## src/rtl/fepcs_defs.vh

```
// constants for the fast ethernet coding path
`ifndef FEPCS_DEFS_VH
`define FEPCS_DEFS_VH

`define FEPCS_CG_IDLE      5'h1f
`define FEPCS_CG_J         5'h18
`define FEPCS_CG_K         5'h11
`define FEPCS_CG_T         5'h0d
`define FEPCS_CG_R         5'h07
`define FEPCS_CG_HALT      5'h04
`define FEPCS_GROUP_LAST   4
`define FEPCS_SEED_LOW     7'h7f
`define FEPCS_RUN_MAX      6'h3f
`define FEPCS_MLT_ZERO     2'h0
`define FEPCS_LFSR_W       11
`define FEPCS_LFSR_FILL    11'h7f0
`define FEPCS_SYNC_IDLES   12
`define FEPCS_SYNC_BITS    60
`define FEPCS_HOLD_BITS    58
`define FEPCS_HOLD_US      722
`define FEPCS_CLK_MHZ      125
`define FEPCS_HOLD_CYC     (`FEPCS_HOLD_US * `FEPCS_CLK_MHZ)

`endif

```

## src/rtl/fepcs_enc_rom.v

```verilog
// 4b to 5b data code-group lookup with registered output
`timescale 1ns/1ps
module fepcs_enc_rom (
    input  wire       sys_clk,   // symbol clock
    input  wire       nrst,      // async reset, active low
    input  wire [3:0] nibble,    // nibble to map
    output reg  [4:0] codeGroup  // mapped code-group, one cycle later
);
    reg [4:0] code;

    always @* begin
        case (nibble)
            4'h0: code = 5'h1e;
            4'h1: code = 5'h09;
            4'h2: code = 5'h14;
            4'h3: code = 5'h15;
            4'h4: code = 5'h0a;
            4'h5: code = 5'h0b;
            4'h6: code = 5'h0e;
            4'h7: code = 5'h0f;
            4'h8: code = 5'h12;
            4'h9: code = 5'h13;
            4'ha: code = 5'h16;
            4'hb: code = 5'h17;
            4'hc: code = 5'h1a;
            4'hd: code = 5'h1b;
            4'he: code = 5'h1c;
            default: code = 5'h1d;
        endcase
    end

    always @(posedge sys_clk or negedge nrst) begin
        if (!nrst) begin
            codeGroup <= 5'h1e;
        end else begin
            codeGroup <= code;
        end
    end
endmodule

```

## src/rtl/fepcs_lfsr.v

```verilog
// 11-bit key generator, x^11 + x^9 + 1, closed loop unless injEn
`timescale 1ns/1ps
`include "fepcs_defs.vh"
module fepcs_lfsr (
    input  wire        sys_clk,  // symbol clock
    input  wire        nrst,     // async reset, active low
    input  wire        load,     // load seed or forced state
    input  wire [10:0] loadVal,  // value taken on load
    input  wire        step,     // advance one bit
    input  wire        injEn,    // open loop: shift in injBit
    input  wire        injBit,   // bit shifted in when injEn
    output wire        key       // key bit
);
    reg  [10:0] state_reg;
    wire        fb;

    assign fb  = state_reg[10] ^ state_reg[8];
    assign key = fb;

    always @(posedge sys_clk or negedge nrst) begin
        if (!nrst) begin
            state_reg <= `FEPCS_LFSR_FILL;
        end else if (load) begin
            state_reg <= loadVal;
        end else if (step) begin
            state_reg <= {state_reg[9:0], injEn ? injBit : fb};
        end
    end
endmodule

```

## src/rtl/fepcs_coding.v

```verilog
// 100 Mb/s coding path: encode, scramble, nrzi, mlt-3 and receive descramble
// ****************************************
// What this block does
// map each mac nibble to a 5-bit code-group
// replace first preamble byte with J then K
// map remaining preamble and data nibbles to data code-groups
// on transmit enable drop, send T then R
// after T/R, send idle until transmit enable returns
// scrambler is a closed loop 11-bit lfsr
// xor each serial encoder bit with lfsr output
// scrambler seed taken from address straps bits 4 to 1
// nrzi encode the scrambled stream
// split nrzi into two drive streams, ones alternating
// transmit pair carries only mlt-3, no binary mode
// 100M signal detect ignores 10M link and fast link pulses
// convert received three-level symbols to nrzi bits
// decode nrzi to nrz before descrambling
// group received bits into 5-bit symbols
// descramble with identical key sequence by xor
// lock after 12 idle code-groups, then emit unaligned 5-bit groups
// start 722 us hold timer on lock
// 58 idle bit times restart hold timer
// hold expiry drops lock and restarts acquisition
// standard 4b5b table, idle 11111, halt 00100
// scrambler bypass option
// serial stages advance one bit per symbol clock
// reset: unlocked, timer stopped, transmitter sends idle
// ****************************************
`timescale 1ns/1ps
`include "fepcs_defs.vh"
module fepcs_coding #(
    parameter HOLD_CYC = `FEPCS_HOLD_CYC  // hold interval in symbol clocks
) (
    input  wire       sys_clk,                // 125 MHz symbol clock
    input  wire       nrst,                   // async reset, active low
    input  wire       txEnable,               // mac transmit enable
    input  wire [3:0] txNibble,               // mac transmit nibble
    input  wire       txError,                // mac transmit error, sends halt
    input  wire [4:0] station_address_straps, // address straps
    input  wire       scrBypass,              // pass encoder output unscrambled
    input  wire       rxSymValid,             // equalized symbol present
    input  wire [1:0] rxMlt,                  // 01 plus, 11 minus, 00 zero
    input  wire       rxEnergy,               // 100M energy from front end
    input  wire       rxPulseLike,            // energy is 10M or fast link pulse
    output reg        txDriveA,               // drive stream, positive level
    output reg        txDriveB,               // drive stream, negative level
    output reg        sigDetect,              // 100M signal detect
    output reg        rxLocked,               // descrambler synchronized
    output reg  [4:0] rxSymbol,               // unaligned 5-bit group
    output reg        rxSymStrobe             // rxSymbol new, one cycle
);
    // ****************************************
    // transmit framer
    // ****************************************
    localparam TX_IDLE = 3'd0;
    localparam TX_J    = 3'd1;
    localparam TX_K    = 3'd2;
    localparam TX_DATA = 3'd3;
    localparam TX_T    = 3'd4;
    localparam TX_R    = 3'd5;

    // last bit position of a code-group, shared by transmit and receive
    localparam [2:0] GROUP_LAST = `FEPCS_GROUP_LAST;

    reg  [2:0] txState_reg;
    reg  [2:0] txState_next;
    reg  [2:0] bitCnt_reg;
    reg  [4:0] shift_reg;
    reg  [4:0] load5;
    reg        errPend_reg;
    wire [4:0] dataCg;
    wire       groupEnd;

    assign groupEnd = (bitCnt_reg == GROUP_LAST);

    fepcs_enc_rom uEnc (
        .sys_clk   (sys_clk),
        .nrst      (nrst),
        .nibble    (txNibble),
        .codeGroup (dataCg)
    );

    always @* begin
        txState_next = txState_reg;
        load5        = `FEPCS_CG_IDLE;
        case (txState_reg)
            TX_IDLE: begin
                if (txEnable) begin
                    txState_next = TX_J;
                    load5        = `FEPCS_CG_J;
                end
            end
            // k follows j unconditionally: the pair stands for one preamble byte
            TX_J: begin
                txState_next = TX_K;
                load5        = `FEPCS_CG_K;
            end
            TX_K, TX_DATA: begin
                if (txEnable) begin
                    txState_next = TX_DATA;
                    load5        = errPend_reg ? `FEPCS_CG_HALT : dataCg;
                end else begin
                    txState_next = TX_T;
                    load5        = `FEPCS_CG_T;
                end
            end
            TX_T: begin
                txState_next = TX_R;
                load5        = `FEPCS_CG_R;
            end
            default: begin
                txState_next = TX_IDLE;
                load5        = `FEPCS_CG_IDLE;
            end
        endcase
    end

    // nibble is sampled once per code-group, 5 clocks apart
    always @(posedge sys_clk or negedge nrst) begin
        if (!nrst) begin
            txState_reg <= TX_IDLE;
            bitCnt_reg  <= 3'd0;
            shift_reg   <= `FEPCS_CG_IDLE;
            errPend_reg <= 1'b0;
        end else begin
            bitCnt_reg  <= groupEnd ? 3'd0 : bitCnt_reg + 3'd1;
            errPend_reg <= txError;
            if (groupEnd) begin
                txState_reg <= txState_next;
                shift_reg   <= load5;
            end else begin
                shift_reg <= {shift_reg[3:0], 1'b0};
            end
        end
    end

    // ****************************************
    // scrambler, nrzi and mlt-3 split
    // ****************************************
    reg         seedDone_reg;
    reg         nrzi_reg;
    reg         lastWasA_reg;
    wire        txKey;
    wire        scrBit;
    wire        nrziNext;
    wire        backToZero;
    wire [10:0] seed;

    // low seed bits fixed high so no strap setting can give an all-zero state
    assign seed       = {station_address_straps[4:1], `FEPCS_SEED_LOW};
    assign scrBit     = shift_reg[4] ^ (scrBypass ? 1'b0 : txKey);
    assign nrziNext   = nrzi_reg ^ scrBit;
    // side flips as the line returns to zero, so the next nonzero level takes the other sign
    assign backToZero = scrBit & nrzi_reg;

    fepcs_lfsr uTxLfsr (
        .sys_clk (sys_clk),
        .nrst    (nrst),
        .load    (!seedDone_reg),
        .loadVal (seed),
        .step    (1'b1),
        .injEn   (1'b0),
        .injBit  (1'b0),
        .key     (txKey)
    );

    always @(posedge sys_clk or negedge nrst) begin
        if (!nrst) begin
            seedDone_reg <= 1'b0;
            nrzi_reg     <= 1'b0;
            lastWasA_reg <= 1'b0;
            txDriveA     <= 1'b0;
            txDriveB     <= 1'b0;
        end else begin
            seedDone_reg <= 1'b1;
            nrzi_reg     <= nrziNext;
            if (backToZero) begin
                lastWasA_reg <= !lastWasA_reg;
            end
            // one stream high per mlt-3 nonzero level; only mlt-3 leaves here
            txDriveA <= nrziNext & !lastWasA_reg;
            txDriveB <= nrziNext & lastWasA_reg;
        end
    end

    // ****************************************
    // receive decode
    // ****************************************
    reg        nrziPrev_reg;
    reg        rxNrz;
    wire       rxNrzi;

    // either nonzero level counts as high; the sign carries no data
    assign rxNrzi = (rxMlt != `FEPCS_MLT_ZERO);

    always @* begin
        rxNrz = rxNrzi ^ nrziPrev_reg;
    end

    always @(posedge sys_clk or negedge nrst) begin
        if (!nrst) begin
            nrziPrev_reg <= 1'b0;
            sigDetect    <= 1'b0;
        end else begin
            sigDetect <= rxEnergy & !rxPulseLike;
            if (rxSymValid) begin
                nrziPrev_reg <= rxNrzi;
            end
        end
    end

    // ****************************************
    // descrambler with hold timer
    // ****************************************
    localparam [5:0]  SYNC_BITS = `FEPCS_SYNC_BITS; // 12 idles of 5 bits
    localparam [5:0]  HOLD_BITS = `FEPCS_HOLD_BITS;
    localparam [5:0]  RUN_MAX   = `FEPCS_RUN_MAX;
    localparam [16:0] HOLD_LOAD = HOLD_CYC;

    reg  [5:0]  onesRun_reg;
    reg  [16:0] hold_reg;
    reg  [4:0]  deser_reg;
    reg  [2:0]  rxCnt_reg;
    wire        rxKey;
    wire        udBit;
    wire        holdRun;
    wire        holdExpire;
    wire        runSync;
    wire        runHold;

    assign udBit      = rxNrz ^ rxKey;
    assign holdRun    = (hold_reg != 17'd0);
    assign holdExpire = rxLocked && !holdRun;
    // run counts include the current bit; compared before saturation can wrap
    assign runSync    = udBit && (onesRun_reg == SYNC_BITS - 6'd1);
    assign runHold    = udBit && (onesRun_reg >= HOLD_BITS - 6'd1);

    // unlocked: lfsr fed from line assuming idle, so it trains itself
    fepcs_lfsr uRxLfsr (
        .sys_clk (sys_clk),
        .nrst    (nrst),
        .load    (holdExpire),
        .loadVal (`FEPCS_LFSR_FILL),
        .step    (rxSymValid),
        .injEn   (!rxLocked),
        .injBit  (!rxNrz),
        .key     (rxKey)
    );

    // lock supervisor: run of descrambled ones and the hold countdown
    always @(posedge sys_clk or negedge nrst) begin
        if (!nrst) begin
            onesRun_reg <= 6'd0;
            hold_reg    <= 17'd0;
            rxLocked    <= 1'b0;
        end else if (holdExpire) begin
            rxLocked    <= 1'b0;
            onesRun_reg <= 6'd0;
        end else if (rxSymValid) begin
            onesRun_reg <= udBit ? ((onesRun_reg == RUN_MAX) ? onesRun_reg : onesRun_reg + 6'd1) : 6'd0;
            if (rxLocked) begin
                // every idle bit past the threshold keeps the timer full, so steady idle never drops lock
                hold_reg <= runHold ? HOLD_LOAD : hold_reg - 17'd1;
            end else if (runSync) begin
                rxLocked <= 1'b1;
                hold_reg <= HOLD_LOAD;
            end
        end
    end

    // serial to parallel, groups released only while locked
    always @(posedge sys_clk or negedge nrst) begin
        if (!nrst) begin
            deser_reg   <= 5'h00;
            rxCnt_reg   <= 3'd0;
            rxSymbol    <= 5'h00;
            rxSymStrobe <= 1'b0;
        end else begin
            rxSymStrobe <= 1'b0;
            if (holdExpire) begin
                rxCnt_reg <= 3'd0;
            end else if (rxSymValid) begin
                deser_reg <= {deser_reg[3:0], udBit};
                rxCnt_reg <= (rxCnt_reg == GROUP_LAST) ? 3'd0 : rxCnt_reg + 3'd1;
                if (rxLocked && rxCnt_reg == GROUP_LAST) begin
                    rxSymbol    <= {deser_reg[3:0], udBit};
                    rxSymStrobe <= 1'b1;
                end
            end
        end
    end
endmodule

```

## config.mk

```make
export PLATFORM = sky130hd
export DESIGN_NAME = fepcs_coding
export DESIGN_NICKNAME = d
export VERILOG_FILES = /design/src/rtl/fepcs_enc_rom.v /design/src/rtl/fepcs_lfsr.v /design/src/rtl/fepcs_coding.v
export VERILOG_INCLUDE_DIRS = /design/src /design/src/rtl
export SDC_FILE = /design/constraint.sdc
export NUM_CORES = 1
export LEC_CHECK = 0
export BUFFER_PORTS_ARGS = -buffer_cell sky130_fd_sc_hd__buf_2
export CORE_MARGIN = 1.5
export CORE_UTILIZATION = 50
export CTS_CLUSTER_DIAMETER = 150
export CTS_CLUSTER_SIZE = 16
export DETAILED_ROUTE_END_ITERATION = 8
export PLACE_DENSITY = 0.71
export SLEW_MARGIN = 10
export SYNTH_ARGS = -nofsm -noshare
export SYNTH_HDL_FRONTEND = slang
export SYNTH_HIERARCHICAL = 1
export SYNTH_SLANG_ARGS = --single-unit
```

## constraint.sdc

```tcl
create_clock -name sys_clk -period 2.4 [get_ports sys_clk]
set_clock_uncertainty 0.2 [all_clocks]
set_input_delay 0.48 -clock sys_clk [delete_from_list [all_inputs] [get_ports sys_clk]]
set_output_delay 0.48 -clock sys_clk [all_outputs]
set_load 0.03 [all_outputs]
```

==> parameters.txt <==
Parameter                              Value

Yosys
  Part of the Yosys area used for sequential elements    50.7%
  Cell count after synthesis    407
  Post-synth design cell area    0.00415 sq mm
  Ys flop type    sky130_fd_sc_hd__dfrtp_1
  Count of flip-flops with a built-in enable after synthesis    0
  Number of storage elements in the synthesis netlist    83
  Count of distinct cell types in the synthesized netlist    58
  Synth Warn #    6
  Mean instance size in the synthesized netlist    10.2 sq um
  Asr flop ratio synth    100%

Timing
  Worst path setup slack after routing    0.0545 ns
  Maximum clock frequency    426 MHz
  Max Transition Viols Final    0
  Tightest Pin Transition    0.590 ns
  Count of endpoints failing hold in the final timing report    0
  Relative slew slack    60.6%
  Number of setup violations in the final report    0
  Part of the cycle the worst path needs    97.7%
  Worst hold margin    0.0505 ns
  RSZ-0062 raised after global routing    yes
  Period minus WS final    2.35 ns

Route
  Violation count after the first detailed-route iteration    102
  Count of vias placed by the detailed router    3072
  Routed length per instance    13.3 um
  TritonRoute pass-1 iters    5
  Post-route DRC violation count    0
  Number of nets with antenna violations after routing    0
  Avg Vias per Cell    5.23
  Final routed wirelength across all metal layers    7830 um

GRT
  Vias in the first global route    3002
  Combined global-route utilization of all metal layers    19.4%
  Overflow after GRT    0
  Antenna violations before repair    0
  Pin count of the biggest net entering global routing    35
  First-pass GRT wire length    13300 um

Critical path
  Internal reg-to-reg setup slack    0.05 ns
  CP Buf/Inv Count    2
  RR Endpoint    hold_reg[16]$_DFFE_PN0P_
  Beginning of the worst register-to-register path    uRxLfsr/state_reg[8]$_DFFE_PN1P_
  CP most frequent cell    sky130_fd_sc_hd__buf_4
  Crit path launch type    flip-flop
  Crit. End Element    flip-flop
  Type of the worst setup path    flip-flop to flip-flop
  Req. time, crit path    2.43 ns
  Number of cell instances on the worst register-to-register path    8
  Cells along the critical path    xor2_4, xnor2_2, xor2_1, buf_4, a21o_4, buf_4, or3_1, o211a_1
  Kind of cell adding the most delay to the critical path    flip-flops
  CP peak stage delay    0.59 ns
  Maximum fanout count along the critical path    6
  Data arrival, critical path    2.37 ns
  Library cell contributing the largest single delay on the critical path    sky130_fd_sc_hd__dfstp_2

Layout
  Number of non-filler instances in the completed layout    587
  Fraction of layout cells with a size suffix above 1    23.7%
  Synth-to-layout area growth    17.4%
  Final net count    507
  Flip-flop count of the largest register, all copies and words added    17
  Inserted Diodes    0

Power and ir drop
  PnR Total Power    3.71 mW
  P per Cell Area    762 mW/mm^2
  Net switching power figure    1.15 mW
  Share of total power in sequential cells    50.5%
  Internal portion of total power    2.57 mW
  Combinational Power Share    23.9%
  Peak supply drop    0.000351 V
  Leakage power of the design    2.34 nW
  Switching Share    30.9%
  Part of the total power dissipated in the clock network    25.7%

Placed design
  Worst slack, placed    -0.0103 ns
  Weighted congestion at the end of routability-driven global placement    0.805
  Count of buffers from port buffering    27
  Detailed-placement wirelength estimate    5490 um
  Placed insts    569

CTS
  Number of buffers created by CTS    9
  Clk buf depth    2
  Total number of clock tree sinks    83
  TritonCTS clock tree    built
  Worst-Skew Late Latency    0.34 ns
  Register clock-pin slew on the reported worst setup and hold paths    0.08 ns
  Number of levels in the clock H-tree    3
  Root Driver    sky130_fd_sc_hd__clkbuf_8

Outcome
  Outcome    finished clean

Floorplan
  DIE HEIGHT    94.1 um
  Row Count    33
  Number of ports placed on the die boundary    29
  Core region area    0.00813 sq mm
  Die ar.    0.00886 sq mm
  Initial cell density of the core    51.0%
  Die width    94.1 um

Hold path
  Cell count of the worst hold path    1
  HP Class    input pin to flip-flop
  Startpoint of the tightest hold check path    txError
  Hold Path End    errPend_reg$_DFF_PN0_

Flow run
  Number of max-cap violations    0
## worst register-to-register path, cell delays in order (launching register included)
cell	delay [ns]
sky130_fd_sc_hd__dfstp_2	0.59
sky130_fd_sc_hd__xor2_4	0.19
sky130_fd_sc_hd__xnor2_2	0.10
sky130_fd_sc_hd__xor2_1	0.15
sky130_fd_sc_hd__buf_4	0.17
sky130_fd_sc_hd__a21o_4	0.22
sky130_fd_sc_hd__buf_4	0.15
sky130_fd_sc_hd__or3_1	0.34
sky130_fd_sc_hd__o211a_1	0.13
## Yosys cell counts, types with 9 or more instances
cell                       n  area, sq um
sky130_fd_sc_hd__dfrtp_1  60         1500
sky130_fd_sc_hd__nand2_1  48          180
sky130_fd_sc_hd__nor2_1   27          101
sky130_fd_sc_hd__mux2i_1  26          260
sky130_fd_sc_hd__dfstp_2  23          604
sky130_fd_sc_hd__o21ai_1  20          100
sky130_fd_sc_hd__o21ai_0  19         95.1
sky130_fd_sc_hd__a21oi_1  17         85.1
sky130_fd_sc_hd__inv_1    15         56.3
sky130_fd_sc_hd__ha_1     10          125
sky130_fd_sc_hd__nor3_1   10         50.1
sky130_fd_sc_hd__and3_1    9         56.3
sky130_fd_sc_hd__nand3_1   9         45.0
## final cells by class
cell class | instances | area [sq um]
tap | 105 | 131
timing repair buffer | 56 | 370
sequential | 83 | 2110
multi-input combinational | 313 | 2020
clock inverter | 5 | 56.3
clock buffer | 10 | 128
fill | 672 | 3260
inverter | 15 | 56.3
## cell families after synthesis
logic type | Yosys count | synth area share [%]
xor+xnor | 10 | 2.11
simple gates | 142 | 17.2
compound gates | 94 | 14.8
flops | 83 | 50.7
buf+inv | 33 | 3.74
mux | 33 | 8.17
other cells | 2 | 0.181
fa+ha+maj | 10 | 3.01
## power groups by stage
stage	logic (mW)	registers, mW	clock network, mW
after floorplan	0.596	1.84	0
after global placement	0.790	1.87	0
after detailed placement	0.838	1.88	0
after CTS	0.850	1.87	0.993
after global routing	1.00	1.91	1.06
final	0.886	1.87	0.953
## metrics by stage
| step | cell area, sq um | setup TNS (ns) | util, % |
|---|---|---|---|
| global placement | 4620 | 0 | 56.7 |
| floorplan | 4230 | 0 | - |
| detailed placement | 4620 | -0.0103 | 56.7 |
| global route | 4870 | -0.0434 | 59.9 |
| CTS | 4820 | 0 | 59.2 |
| finish | 4870 | 0 | 59.9 |
## placed cells by master, fill, tap and decap left out, types with 3 or more instances in the layout
master	n
sky130_fd_sc_hd__a211oi_1	3
sky130_fd_sc_hd__dfstp_2	23
sky130_fd_sc_hd__inv_1	15
sky130_fd_sc_hd__or3_1	4
sky130_fd_sc_hd__mux2i_1	26
sky130_fd_sc_hd__nor2_1	26
sky130_fd_sc_hd__nor4_1	5
sky130_fd_sc_hd__a21oi_1	17
sky130_fd_sc_hd__nand2_1	47
sky130_fd_sc_hd__buf_4	28
sky130_fd_sc_hd__buf_2	26
sky130_fd_sc_hd__conb_1	24
sky130_fd_sc_hd__o21ai_1	20
sky130_fd_sc_hd__a31oi_1	3
sky130_fd_sc_hd__and3_1	9
sky130_fd_sc_hd__nor3_1	9
sky130_fd_sc_hd__clkbuf_8	9
sky130_fd_sc_hd__mux2_2	7
sky130_fd_sc_hd__nor2b_1	6
sky130_fd_sc_hd__xor2_1	4
sky130_fd_sc_hd__dfrtp_1	59
sky130_fd_sc_hd__o21ai_0	19
sky130_fd_sc_hd__a221o_1	3
sky130_fd_sc_hd__nor3b_1	5
sky130_fd_sc_hd__a211o_1	5
sky130_fd_sc_hd__nand2b_1	6
sky130_fd_sc_hd__nand3_1	9
sky130_fd_sc_hd__ha_1	10
sky130_fd_sc_hd__xnor2_1	4
## metal layers
metal	track usage, %	vias up	wire length [um]
met5	0	-	0
met3	4.45	4	173
met2	31.9	38	3840
li1	-	1558	-
met4	7.21	0	57
met1	24.9	1472	3760
## what timing repair did
action | 4_1_cts | 5_1_grt
pin swaps | 0 | 2
gates resized for setup | 1 | 8
endpoints found under the setup margin | 1 | 15
setup buffers | 0 | 2
hold buffers | 1 | 0
endpoints found under the hold margin | 15 | 0
cloned | 0 | 0
## worst max-delay path by stage
| stage | from | end | slack, ns | cells after the start |
|---|---|---|---|---|
| 2_1_floorplan | uRxLfsr/state_reg[8]$_DFFE_PN1P_ | hold_reg[9]$_DFFE_PN0P_ | 0.14 | 7 |
| 3_3_place_gp | uRxLfsr/state_reg[8]$_DFFE_PN1P_ | hold_reg[16]$_DFFE_PN0P_ | 0.03 | 8 |
| 3_5_place_dp | uRxLfsr/state_reg[8]$_DFFE_PN1P_ | hold_reg[16]$_DFFE_PN0P_ | -0.01 | 8 |
| 4_1_cts | uRxLfsr/state_reg[8]$_DFFE_PN1P_ | hold_reg[16]$_DFFE_PN0P_ | 0.02 | 8 |
| 5_1_grt | hold_reg[5]$_DFFE_PN0P_ | hold_reg[12]$_DFFE_PN0P_ | -0.02 | 6 |
| 6_report | uRxLfsr/state_reg[8]$_DFFE_PN1P_ | hold_reg[16]$_DFFE_PN0P_ | 0.05 | 8 |
Power figures use the tool's default switching activity.
